<file path="src/rtl/timer_cfg.svh">
// Register indices, field positions, reset values and timing counts of the dual timer.
`ifndef TIMER_CFG_SVH
`define TIMER_CFG_SVH

// ****************************************************************
// Register indices; the byte address is four times the index.
// ****************************************************************
`define TC_IDX_CTRL 8'h88
`define TC_IDX_MODE 8'h89
`define TC_IDX_TL0 8'h8a
`define TC_IDX_TL1 8'h8b
`define TC_IDX_TH0 8'h8c
`define TC_IDX_TH1 8'h8d
`define TC_IDX_IRQEN 8'h90
`define TC_IDX_ACK 8'h91

// ****************************************************************
// Field positions in the interrupt enable and acknowledge registers.
// ****************************************************************
`define TC_BIT_UNIT0 0
`define TC_BIT_UNIT1 1
`define TC_BIT_EXT0 2
`define TC_BIT_EXT1 3
`define TC_BIT_GLOBAL 4

// ****************************************************************
// Reset values.
// ****************************************************************
`define TC_RST_CTRL 8'h00
`define TC_RST_MODE 8'h00
`define TC_RST_COUNT 8'h00
`define TC_RST_IRQEN 5'h00

// ****************************************************************
// Timing: one peripheral cycle is six clock periods.
// ****************************************************************
`define TC_PER_CYCLE_CLKS 3'h6

// ****************************************************************
// Bus answers.
// ****************************************************************
`define TC_RESP_OKAY 2'h0
`define TC_RESP_SLVERR 2'h2

`endif

</file>
<file path="src/rtl/timer_pkg.sv">
// Types shared by the dual timer/counter.
package timer_pkg;

	// ****************************************************************
	// Operating modes and register layouts.
	// ****************************************************************
	typedef enum logic [1:0] {
		MODE_13BIT,
		MODE_16BIT,
		MODE_RELOAD,
		MODE_SPLIT
	} timer_mode_t;

	typedef struct packed {
		logic gate;
		logic source;
		timer_mode_t mode;
	} unit_mode_t;

	typedef struct packed {
		logic ovf1;
		logic run1;
		logic ovf0;
		logic run0;
		logic ext1_flag;
		logic ext1_type;
		logic ext0_flag;
		logic ext0_type;
	} ctrl_t;

	typedef struct packed {
		logic [7:0] low;
		logic [7:0] high;
		logic ovf;
	} count_step_t;

endpackage : timer_pkg

</file>
<file path="src/rtl/dual_timer.sv">
// Dual 8-bit-pair timer/counter with an AXI4-Lite register slave.
`include "timer_cfg.svh"
`timescale 1ns/1ps
`default_nettype none

module dual_timer
	import timer_pkg::*;
#(
	parameter int ADDR_W = 12
) (
	input wire logic aclk, // Peripheral clock.
	input wire logic aresetn, // Synchronous reset, active low.
	input wire logic [ADDR_W-1:0] awaddr, // Write address.
	input wire logic [2:0] awprot, // Write protection, unused.
	input wire logic awvalid, // Write address valid.
	output logic awready, // Write address ready.
	input wire logic [31:0] wdata, // Write data.
	input wire logic [3:0] wstrb, // Write byte enables.
	input wire logic wvalid, // Write data valid.
	output logic wready, // Write data ready.
	output logic [1:0] bresp, // Write response.
	output logic bvalid, // Write response valid.
	input wire logic bready, // Write response ready.
	input wire logic [ADDR_W-1:0] araddr, // Read address.
	input wire logic [2:0] arprot, // Read protection, unused.
	input wire logic arvalid, // Read address valid.
	output logic arready, // Read address ready.
	output logic [31:0] rdata, // Read data.
	output logic [1:0] rresp, // Read response.
	output logic rvalid, // Read data valid.
	input wire logic rready, // Read data ready.
	input wire logic count0_pin, // Unit 0 external count input.
	input wire logic count1_pin, // Unit 1 external count input.
	input wire logic ext_irq0_pin, // External interrupt 0 pin, active low.
	input wire logic ext_irq1_pin, // External interrupt 1 pin, active low.
	output logic irq_unit0, // Unit 0 interrupt request.
	output logic irq_unit1, // Unit 1 interrupt request.
	output logic irq_ext0, // External interrupt 0 request.
	output logic irq_ext1, // External interrupt 1 request.
	output logic unit1_overflow_pulse // Unit 1 overflow, baud source.
);

	// ****************************************************************
	// Functions
	// ****************************************************************

	// Turns a byte address into a register index; misaligned or out-of-range addresses give 8'h00.
	function automatic logic [7:0] reg_index(input logic [ADDR_W-1:0] addr);
		logic [7:0] idx;
		idx = addr[9:2];
		if (addr[1:0] != 2'h0 || addr[ADDR_W-1:10] != '0) begin
			idx = 8'h00;
		end
		return idx;
	endfunction : reg_index

	function automatic logic index_mapped(input logic [7:0] idx);
		return (idx >= `TC_IDX_CTRL && idx <= `TC_IDX_TH1) || idx == `TC_IDX_IRQEN ||
			idx == `TC_IDX_ACK;
	endfunction : index_mapped

	// One count step for modes 0 to 2; split mode steps the low byte alone.
	function automatic count_step_t count_step(input timer_mode_t mode,
		input logic [7:0] low, input logic [7:0] high, input logic inc);
		count_step_t s;
		s.low = low;
		s.high = high;
		s.ovf = 1'b0;
		if (inc) begin
			case (mode)
				MODE_13BIT: begin
					s.low = {low[7:5], low[4:0] + 5'h01};
					if (low[4:0] == 5'h1f) begin
						s.high = high + 8'h01;
						s.ovf = (high == 8'hff);
					end
				end
				MODE_16BIT: begin
					s.low = low + 8'h01;
					if (low == 8'hff) begin
						s.high = high + 8'h01;
						s.ovf = (high == 8'hff);
					end
				end
				MODE_RELOAD: begin
					if (low == 8'hff) begin
						s.low = high;
						s.ovf = 1'b1;
					end else begin
						s.low = low + 8'h01;
					end
				end
				default: begin
					s.low = low + 8'h01;
					s.ovf = (low == 8'hff);
				end
			endcase
		end
		return s;
	endfunction : count_step

	// ****************************************************************
	// Registers
	// ****************************************************************
	ctrl_t ctrl;
	logic [7:0] mode_reg;
	logic [7:0] tl0, th0, tl1, th1;
	logic [4:0] irq_en;
	logic [ADDR_W-1:0] aw_addr;
	logic [31:0] w_data;
	logic w_lane0;
	logic [3:0] sync1, sync2;
	logic [1:0] samp, fall_evt;
	logic [1:0] ext_prev;
	logic [2:0] presc;
	logic tick;

	// ****************************************************************
	// Bus decode
	// ****************************************************************

	// A write commits once address and data are both held and no answer waits.
	wire logic wr_commit = !awready && !wready && !bvalid;
	wire logic [7:0] wr_idx = reg_index(aw_addr);
	wire logic wr_ok = index_mapped(wr_idx);
	wire logic wr_go = wr_commit && wr_ok && w_lane0;
	wire logic wr_ctrl = wr_go && wr_idx == `TC_IDX_CTRL;
	wire logic wr_mode = wr_go && wr_idx == `TC_IDX_MODE;
	wire logic wr_tl0 = wr_go && wr_idx == `TC_IDX_TL0;
	wire logic wr_tl1 = wr_go && wr_idx == `TC_IDX_TL1;
	wire logic wr_th0 = wr_go && wr_idx == `TC_IDX_TH0;
	wire logic wr_th1 = wr_go && wr_idx == `TC_IDX_TH1;
	wire logic wr_irqen = wr_go && wr_idx == `TC_IDX_IRQEN;
	wire logic wr_ack = wr_go && wr_idx == `TC_IDX_ACK;
	wire logic [7:0] wr_byte = w_data[7:0];
	wire logic [3:0] ack = wr_ack ? wr_byte[3:0] : 4'h0;

	// Read selection; the acknowledge register reads as zero.
	wire logic ar_take = arvalid && arready;
	wire logic [7:0] rd_idx = reg_index(araddr);
	wire logic rd_ok = index_mapped(rd_idx);
	wire logic [7:0] rd_byte =
		(rd_idx == `TC_IDX_CTRL) ? ctrl :
		(rd_idx == `TC_IDX_MODE) ? mode_reg :
		(rd_idx == `TC_IDX_TL0) ? tl0 :
		(rd_idx == `TC_IDX_TL1) ? tl1 :
		(rd_idx == `TC_IDX_TH0) ? th0 :
		(rd_idx == `TC_IDX_TH1) ? th1 :
		(rd_idx == `TC_IDX_IRQEN) ? {3'h0, irq_en} : 8'h00;

	// ****************************************************************
	// Counting control
	// ****************************************************************

	// Unit 1 owns the upper nibble of the mode register.
	wire unit_mode_t mode0 = unit_mode_t'(mode_reg[3:0]);
	wire unit_mode_t mode1 = unit_mode_t'(mode_reg[7:4]);
	wire logic split = (mode0.mode == MODE_SPLIT);

	// Gate pins are active-high enables here, taken after synchronisation.
	wire logic en0 = ctrl.run0 && (!mode0.gate || sync2[2]);
	// While unit 0 is split unit 1's run bit is taken away, so unit 1 runs free.
	wire logic run1_eff = split ? 1'b1 : ctrl.run1;
	wire logic en1 = run1_eff && (!mode1.gate || sync2[3]);
	wire logic inc0 = en0 && (mode0.source ? fall_evt[0] : tick);
	wire logic hold1 = (mode1.mode == MODE_SPLIT);
	wire logic inc1 = en1 && !hold1 && (mode1.source ? fall_evt[1] : tick);

	wire count_step_t step0 = count_step(mode0.mode, tl0, th0, inc0);
	wire count_step_t step1 = count_step(mode1.mode, tl1, th1, inc1);

	// The split high byte is a plain timer started by unit 1's run bit.
	wire logic inc0_high = split && ctrl.run1 && tick;
	wire logic ovf0_high = inc0_high && th0 == 8'hff;
	wire logic [7:0] next_th0 = inc0_high ? th0 + 8'h01 : step0.high;

	// Unit 1 loses its flag to the split high byte, but still feeds the baud output.
	wire logic set_ovf0 = step0.ovf;
	wire logic set_ovf1 = split ? ovf0_high : step1.ovf;

	// ****************************************************************
	// External interrupt detection
	// ****************************************************************
	wire logic [1:0] ext_low = ~sync2[3:2];
	wire logic [1:0] ext_fall = ext_prev & ~sync2[3:2];

	// Flags: software write first, then acknowledge-register clears, then hardware sets win.
	ctrl_t ctrl_w, next_ctrl;
	assign ctrl_w = wr_ctrl ? ctrl_t'(wr_byte) : ctrl;
	assign next_ctrl.run1 = ctrl_w.run1;
	assign next_ctrl.run0 = ctrl_w.run0;
	assign next_ctrl.ext1_type = ctrl_w.ext1_type;
	assign next_ctrl.ext0_type = ctrl_w.ext0_type;
	assign next_ctrl.ovf0 = set_ovf0 || (ctrl_w.ovf0 && !ack[`TC_BIT_UNIT0]);
	assign next_ctrl.ovf1 = set_ovf1 || (ctrl_w.ovf1 && !ack[`TC_BIT_UNIT1]);
	// Level mode tracks the pin and ignores service; edge mode latches falls.
	assign next_ctrl.ext0_flag = !ctrl_w.ext0_type ? ext_low[0] :
		(ext_fall[0] || (ctrl_w.ext0_flag && !ack[`TC_BIT_EXT0]));
	assign next_ctrl.ext1_flag = !ctrl_w.ext1_type ? ext_low[1] :
		(ext_fall[1] || (ctrl_w.ext1_flag && !ack[`TC_BIT_EXT1]));

	wire logic global_en = irq_en[`TC_BIT_GLOBAL];

	// ****************************************************************
	// Pin synchronisers and peripheral-cycle timing
	// ****************************************************************

	// Two flops on every pin; only the second stage is read.
	always_ff @(posedge aclk) begin
		if (!aresetn) begin
			// Interrupt pins reset to their idle high level, so no false low or fall follows reset.
			sync1 <= 4'hc;
			sync2 <= 4'hc;
		end else begin
			sync1 <= {ext_irq1_pin, ext_irq0_pin, count1_pin, count0_pin};
			sync2 <= sync1;
		end
	end

	// Tick marks the last clock of each six-clock peripheral cycle.
	always_ff @(posedge aclk) begin
		if (!aresetn) begin
			presc <= 3'h0;
			tick <= 1'b0;
		end else begin
			presc <= (presc == `TC_PER_CYCLE_CLKS - 3'h1) ? 3'h0 : presc + 3'h1;
			tick <= (presc == `TC_PER_CYCLE_CLKS - 3'h2);
		end
	end

	// Count pins are sampled once per peripheral cycle; high then low counts once.
	always_ff @(posedge aclk) begin
		if (!aresetn) begin
			samp <= 2'h0;
			fall_evt <= 2'h0;
			ext_prev <= 2'h3;
		end else begin
			ext_prev <= sync2[3:2];
			if (tick) begin
				samp <= sync2[1:0];
			end
			fall_evt <= tick ? (samp & ~sync2[1:0]) : 2'h0;
		end
	end

	// ****************************************************************
	// Register file and counters
	// ****************************************************************

	// A bus write to a count byte wins over counting in the same cycle.
	always_ff @(posedge aclk) begin
		if (!aresetn) begin
			ctrl <= ctrl_t'(`TC_RST_CTRL);
			mode_reg <= `TC_RST_MODE;
			irq_en <= `TC_RST_IRQEN;
			tl0 <= `TC_RST_COUNT;
			th0 <= `TC_RST_COUNT;
			tl1 <= `TC_RST_COUNT;
			th1 <= `TC_RST_COUNT;
		end else begin
			ctrl <= next_ctrl;
			mode_reg <= wr_mode ? wr_byte : mode_reg;
			irq_en <= wr_irqen ? wr_byte[4:0] : irq_en;
			tl0 <= wr_tl0 ? wr_byte : step0.low;
			th0 <= wr_th0 ? wr_byte : next_th0;
			tl1 <= wr_tl1 ? wr_byte : step1.low;
			th1 <= wr_th1 ? wr_byte : step1.high;
		end
	end

	// Requests need the source enable and the global enable.
	always_ff @(posedge aclk) begin
		if (!aresetn) begin
			irq_unit0 <= 1'b0;
			irq_unit1 <= 1'b0;
			irq_ext0 <= 1'b0;
			irq_ext1 <= 1'b0;
			unit1_overflow_pulse <= 1'b0;
		end else begin
			irq_unit0 <= ctrl.ovf0 && irq_en[`TC_BIT_UNIT0] && global_en;
			irq_unit1 <= ctrl.ovf1 && irq_en[`TC_BIT_UNIT1] && global_en;
			irq_ext0 <= ctrl.ext0_flag && irq_en[`TC_BIT_EXT0] && global_en;
			irq_ext1 <= ctrl.ext1_flag && irq_en[`TC_BIT_EXT1] && global_en;
			unit1_overflow_pulse <= step1.ovf;
		end
	end

	// ****************************************************************
	// AXI4-Lite write channel
	// ****************************************************************

	// Address and data are held independently; the response follows both.
	always_ff @(posedge aclk) begin
		if (!aresetn) begin
			awready <= 1'b1;
			wready <= 1'b1;
			bvalid <= 1'b0;
			bresp <= `TC_RESP_OKAY;
			aw_addr <= '0;
			w_data <= 32'h0000_0000;
			w_lane0 <= 1'b0;
		end else begin
			if (awvalid && awready) begin
				awready <= 1'b0;
				aw_addr <= awaddr;
			end
			if (wvalid && wready) begin
				wready <= 1'b0;
				w_data <= wdata;
				w_lane0 <= wstrb[0];
			end
			if (wr_commit) begin
				bvalid <= 1'b1;
				bresp <= wr_ok ? `TC_RESP_OKAY : `TC_RESP_SLVERR;
			end
			if (bvalid && bready) begin
				bvalid <= 1'b0;
				awready <= 1'b1;
				wready <= 1'b1;
			end
		end
	end

	// ****************************************************************
	// AXI4-Lite read channel
	// ****************************************************************

	// Reads have no side effects; one is answered the cycle after it is taken.
	always_ff @(posedge aclk) begin
		if (!aresetn) begin
			arready <= 1'b1;
			rvalid <= 1'b0;
			rdata <= 32'h0000_0000;
			rresp <= `TC_RESP_OKAY;
		end else begin
			if (ar_take) begin
				arready <= 1'b0;
				rvalid <= 1'b1;
				rdata <= {24'h000000, rd_ok ? rd_byte : 8'h00};
				rresp <= rd_ok ? `TC_RESP_OKAY : `TC_RESP_SLVERR;
			end
			if (rvalid && rready) begin
				rvalid <= 1'b0;
				arready <= 1'b1;
			end
		end
	end

endmodule : dual_timer
`default_nettype wire

</file>
<file path="config.mk">
export PLATFORM = sky130hd
export DESIGN_NAME = dual_timer
export DESIGN_NICKNAME = d
export VERILOG_FILES = /design/src/rtl/timer_pkg.sv /design/src/rtl/dual_timer.sv
export VERILOG_INCLUDE_DIRS = /design/src /design/src/rtl
export SDC_FILE = /design/constraint.sdc
export NUM_CORES = 1
export LEC_CHECK = 0
export ABC_AREA = 0
export BUFFER_PORTS_ARGS = -buffer_cell sky130_fd_sc_hd__buf_2
export CAP_MARGIN = 30
export CORE_MARGIN = 10
export CORE_UTILIZATION = 56
export DETAILED_ROUTE_END_ITERATION = 10
export PLACE_DENSITY = 0.9
export SLEW_MARGIN = 20
export SYNTH_ARGS = -nofsm -noshare
export SYNTH_HDL_FRONTEND = slang
export SYNTH_SLANG_ARGS = --single-unit
</file>
<file path="constraint.sdc">
create_clock -name aclk -period 2.4 [get_ports aclk]
set_input_delay 0 -clock aclk [delete_from_list [all_inputs] [get_ports aclk]]
set_output_delay 0 -clock aclk [all_outputs]
set_load 0.02 [all_outputs]
</file>
==> flow_summary_export.csv <==
group,metric,value,unit
logic_synthesis,synth.area.top_cells,"dfxtp_1, mux2i_1, a21oi_1, nand2_1, nor2b_1",
finish,nets,912,
grt,grt_pass1_wl,27600,um
clocking,clk_latency,0.38,ns
critical_path,worstSetupPathType,"reg2reg",
logic_synthesis,ys_seq_area_frac,0.367,
finish,drive_above_1_share,0.156,
job,max_cap_viol_count,0,
power,p_total,3540,uW
critical_path,crit_required,2.71,ns
critical_path,critical-path-slowest-cell,"nor4b_2",
finish,area_growth,17.0,%
critical_path,max_stage_delay,0.41,ns
sta,fin_hold_ws,0.103,ns
logic_synthesis,synth-edff-count,0,
clocking,cts_buffers,9,
finish,ff_latch_area,2240,um2
power,powerDensity,495,nW/um2
clocking,cts_setup_buffers,0,
grt,grt.total_usage,0.210,
logic_synthesis,synth_area,6110,um2
finish,largest_reg_flops,12,
critical_path,crit_arrival,2.55,ns
critical_path,path_delay_family,"simple AND/OR/NAND/NOR gates",
critical_path,endpoint_kind,"flip-flop",
place,postPlaceCellArea,6510,um2
logic_synthesis,ys_ff_latch,112,
logic_synthesis,netlist_instances,733,
critical_path,r2r-end,"ctrl[3]",
worst_hold_path,hold_class,"in2reg",
worst_hold_path,min_path_cells,3,
sta,worstMarginPinSlew,0.584,ns
routing,drtAntennaViolNets,0,
sta,relSlewSlack,0.610,
sta,setup_viol,0,
critical_path,startpoint_type,"flip-flop",
logic_synthesis,synth-main-ff-cell,"dfxtp_1",
logic_synthesis,synthTopCellsByCount,"dfxtp_1, nand2_1, a21oi_1",
power,leakagePower,0.00285,uW
grt,met2_usage,0.352,
die,core,10700,um2
grt,grt_start_max_net_pins,113,
critical_path,crit_buf_inv,1,
logic_synthesis,synthArstFlopShare,0,
finish,fillers,811,
critical_path,reg2regPathDepth,7,
logic_synthesis,syn_avg_cell_area,8.33,um2
worst_hold_path,min_from,"aresetn",
logic_synthesis,netlist-cell-type-count,70,
grt,gr-total-overflow,0,
place,port-buffer-count,63,
routing,via_per_inst,5.97,
logic_synthesis,synth_area_leader_cell,"dfxtp_1",
routing,dr.pass1.iters,5,
finish,fin_area,7150,um2
critical_path,reg2reg_setup_slack,0.16,ns
clocking,clkTransAtPathRegs,0.11,ns
run_status,status,"finished clean",
place,dp_hpwl,11100,um
clocking,cts_sinks,112,
critical_path,cp.depth,7,
critical_path,crit_path_cell_trace,"nor4b_2 > nor3b_4 > and3_1 > buf_4 > mux2i_1 > o21bai_1 > a21boi_0",
sta,rsz0062_at_grt,"false",
sta,post-route-period-util,0.935,
grt,antenna_found_initial,1,
die,start_util,0.568,
clocking,cts_buffer_depth,2,
sta,slew_violations,0,
power,vdd_drop_max,0.296,mV
grt,grtUsageMet3,0.0413,
grt,busiest_layer,"met2",
finish,post-route-util,0.665,
place,place.gp.congestion,0.992,
finish,regMostFlops,"aw_addr",
logic_synthesis,yosysMostFrequentCell,"dfxtp_1",
clocking,cts_tree,"yes",
clocking,h-tree-depth,3,
die,die-area,15500,um2
grt,grt_pass1_vias,5547,
finish,multi_input_area,3520,um2
worst_hold_path,min_to,"ext_prev[1]",
routing,drt_iter0_markers,834,
logic_synthesis,ys.warnings.count,0,
routing,route.detailed.drc,0,
critical_path,reg2reg_from,"bvalid",
sta,fin_skew,0.0136,ns
routing,num_vias,5805,
critical_path,crit_fanout,8,
sta,finalSetupTns,0,ns
die,fp.dieW,124,um
die,io-pin-count,123,
routing,wirelength,17300,um
routing,avgRoutedWirePerCell,17.7,um
sta,final_hold_viol_count,0,
die,dieHeight,124,um
grt,met1_usage,0.254,
logic_synthesis,synth_top_area_share,0.367,
clocking,cts_root_buf,"clkbuf_8",
sta,fmax,446,MHz
die,fp-row-count,38,
sta,timing.final.crit_period,2.24,ns
-- per-layer routing --
metal  vias to the layer above  wire length (um)
met5                         -                 0
met4                         0               680
met3                        71              1690
met2                       318              8200
met1                      2671              6680
li1                       2745                 -
-- timing repair --
| item | CTS | global route |
|---|---|---|
| hold buffers | 41 | 0 |
| endpoints found under the hold margin | 31 | 0 |
| setup endpoints to repair | 0 | 5 |
| resized for setup | 0 | 3 |
-- cell type report --
cell class / instances / share of cell area
antenna: 1 / 0.000350
clock buffer: 10 / 0.0193
clock inverter: 6 / 0.0114
inverter: 15 / 0.00788
multi-input combinational: 558 / 0.492
sequential: 112 / 0.314
tap: 140 / 0.0245
timing repair buffer: 130 / 0.131
-- stage by stage --
| stage | setup WS, ns | instances |
|---|---|---|
| floorplan | 0.299 | 758 |
| global placement | 0.204 | 914 |
| detailed placement | 0.189 | 914 |
| CTS | 0.147 | 971 |
| global route | 0.00726 | 972 |
| finish | 0.157 | 972 |
-- cell families after synthesis --
logic type / Yosys count / synth area share
buf+inv: 88 / 0.0735
flops: 112 / 0.367
mux: 43 / 0.0715
simple gates: 281 / 0.258
xor+xnor: 16 / 0.0229
other cells: 1 / 0.000614
compound gates: 183 / 0.188
fa+ha+maj: 9 / 0.0184
-- cell usage in the layout (no fill, tap or decap), drive strengths merged, types with 12 or more instances in the layout --
master | netlist | final
dfxtp | 112 | 112
buf | 33 | 89
nand2 | 71 | 71
a21oi | 59 | 59
dlygate4sd3 | 0 | 41
nor2b | 40 | 40
o21ai | 40 | 40
mux2i | 38 | 38
nand3 | 34 | 34
nor2 | 30 | 30
a21boi | 29 | 29
conb | 1 | 26
and3 | 24 | 24
inv | 15 | 18
nand2b | 12 | 12
o22ai | 12 | 12
nand4 | 12 | 12
-- power breakdown --
part,internal (uW),total (uW),leakage (uW),switching (uW)
Sequential,1900,1960,0.000910,59.5
Combinational,155,350,0.00183,195
Clock,534,1230,0.000111,698
Total,2590,3540,0.00285,953
-- worst max-delay path by stage --
| stage | from | end | slack [ns] |
|---|---|---|---|
| after floorplan | tl1[0] | th1[3] | 0.30 |
| after global placement | tl0[0] | th0[3] | 0.20 |
| after detailed placement | tl0[0] | th0[3] | 0.19 |
| after CTS | tl0[0] | th0[6] | 0.15 |
| after global routing | tl0[0] | th0[2] | 0.007 |
| final | bvalid | ctrl[3] | 0.16 |
-- worst min-delay path: cells and delay by family --
family                 cells  cell delay (ns)
AND/OR/NAND/NOR            1             0.11
buffers and inverters      2             0.33
(Power assumes the default switching activity.)
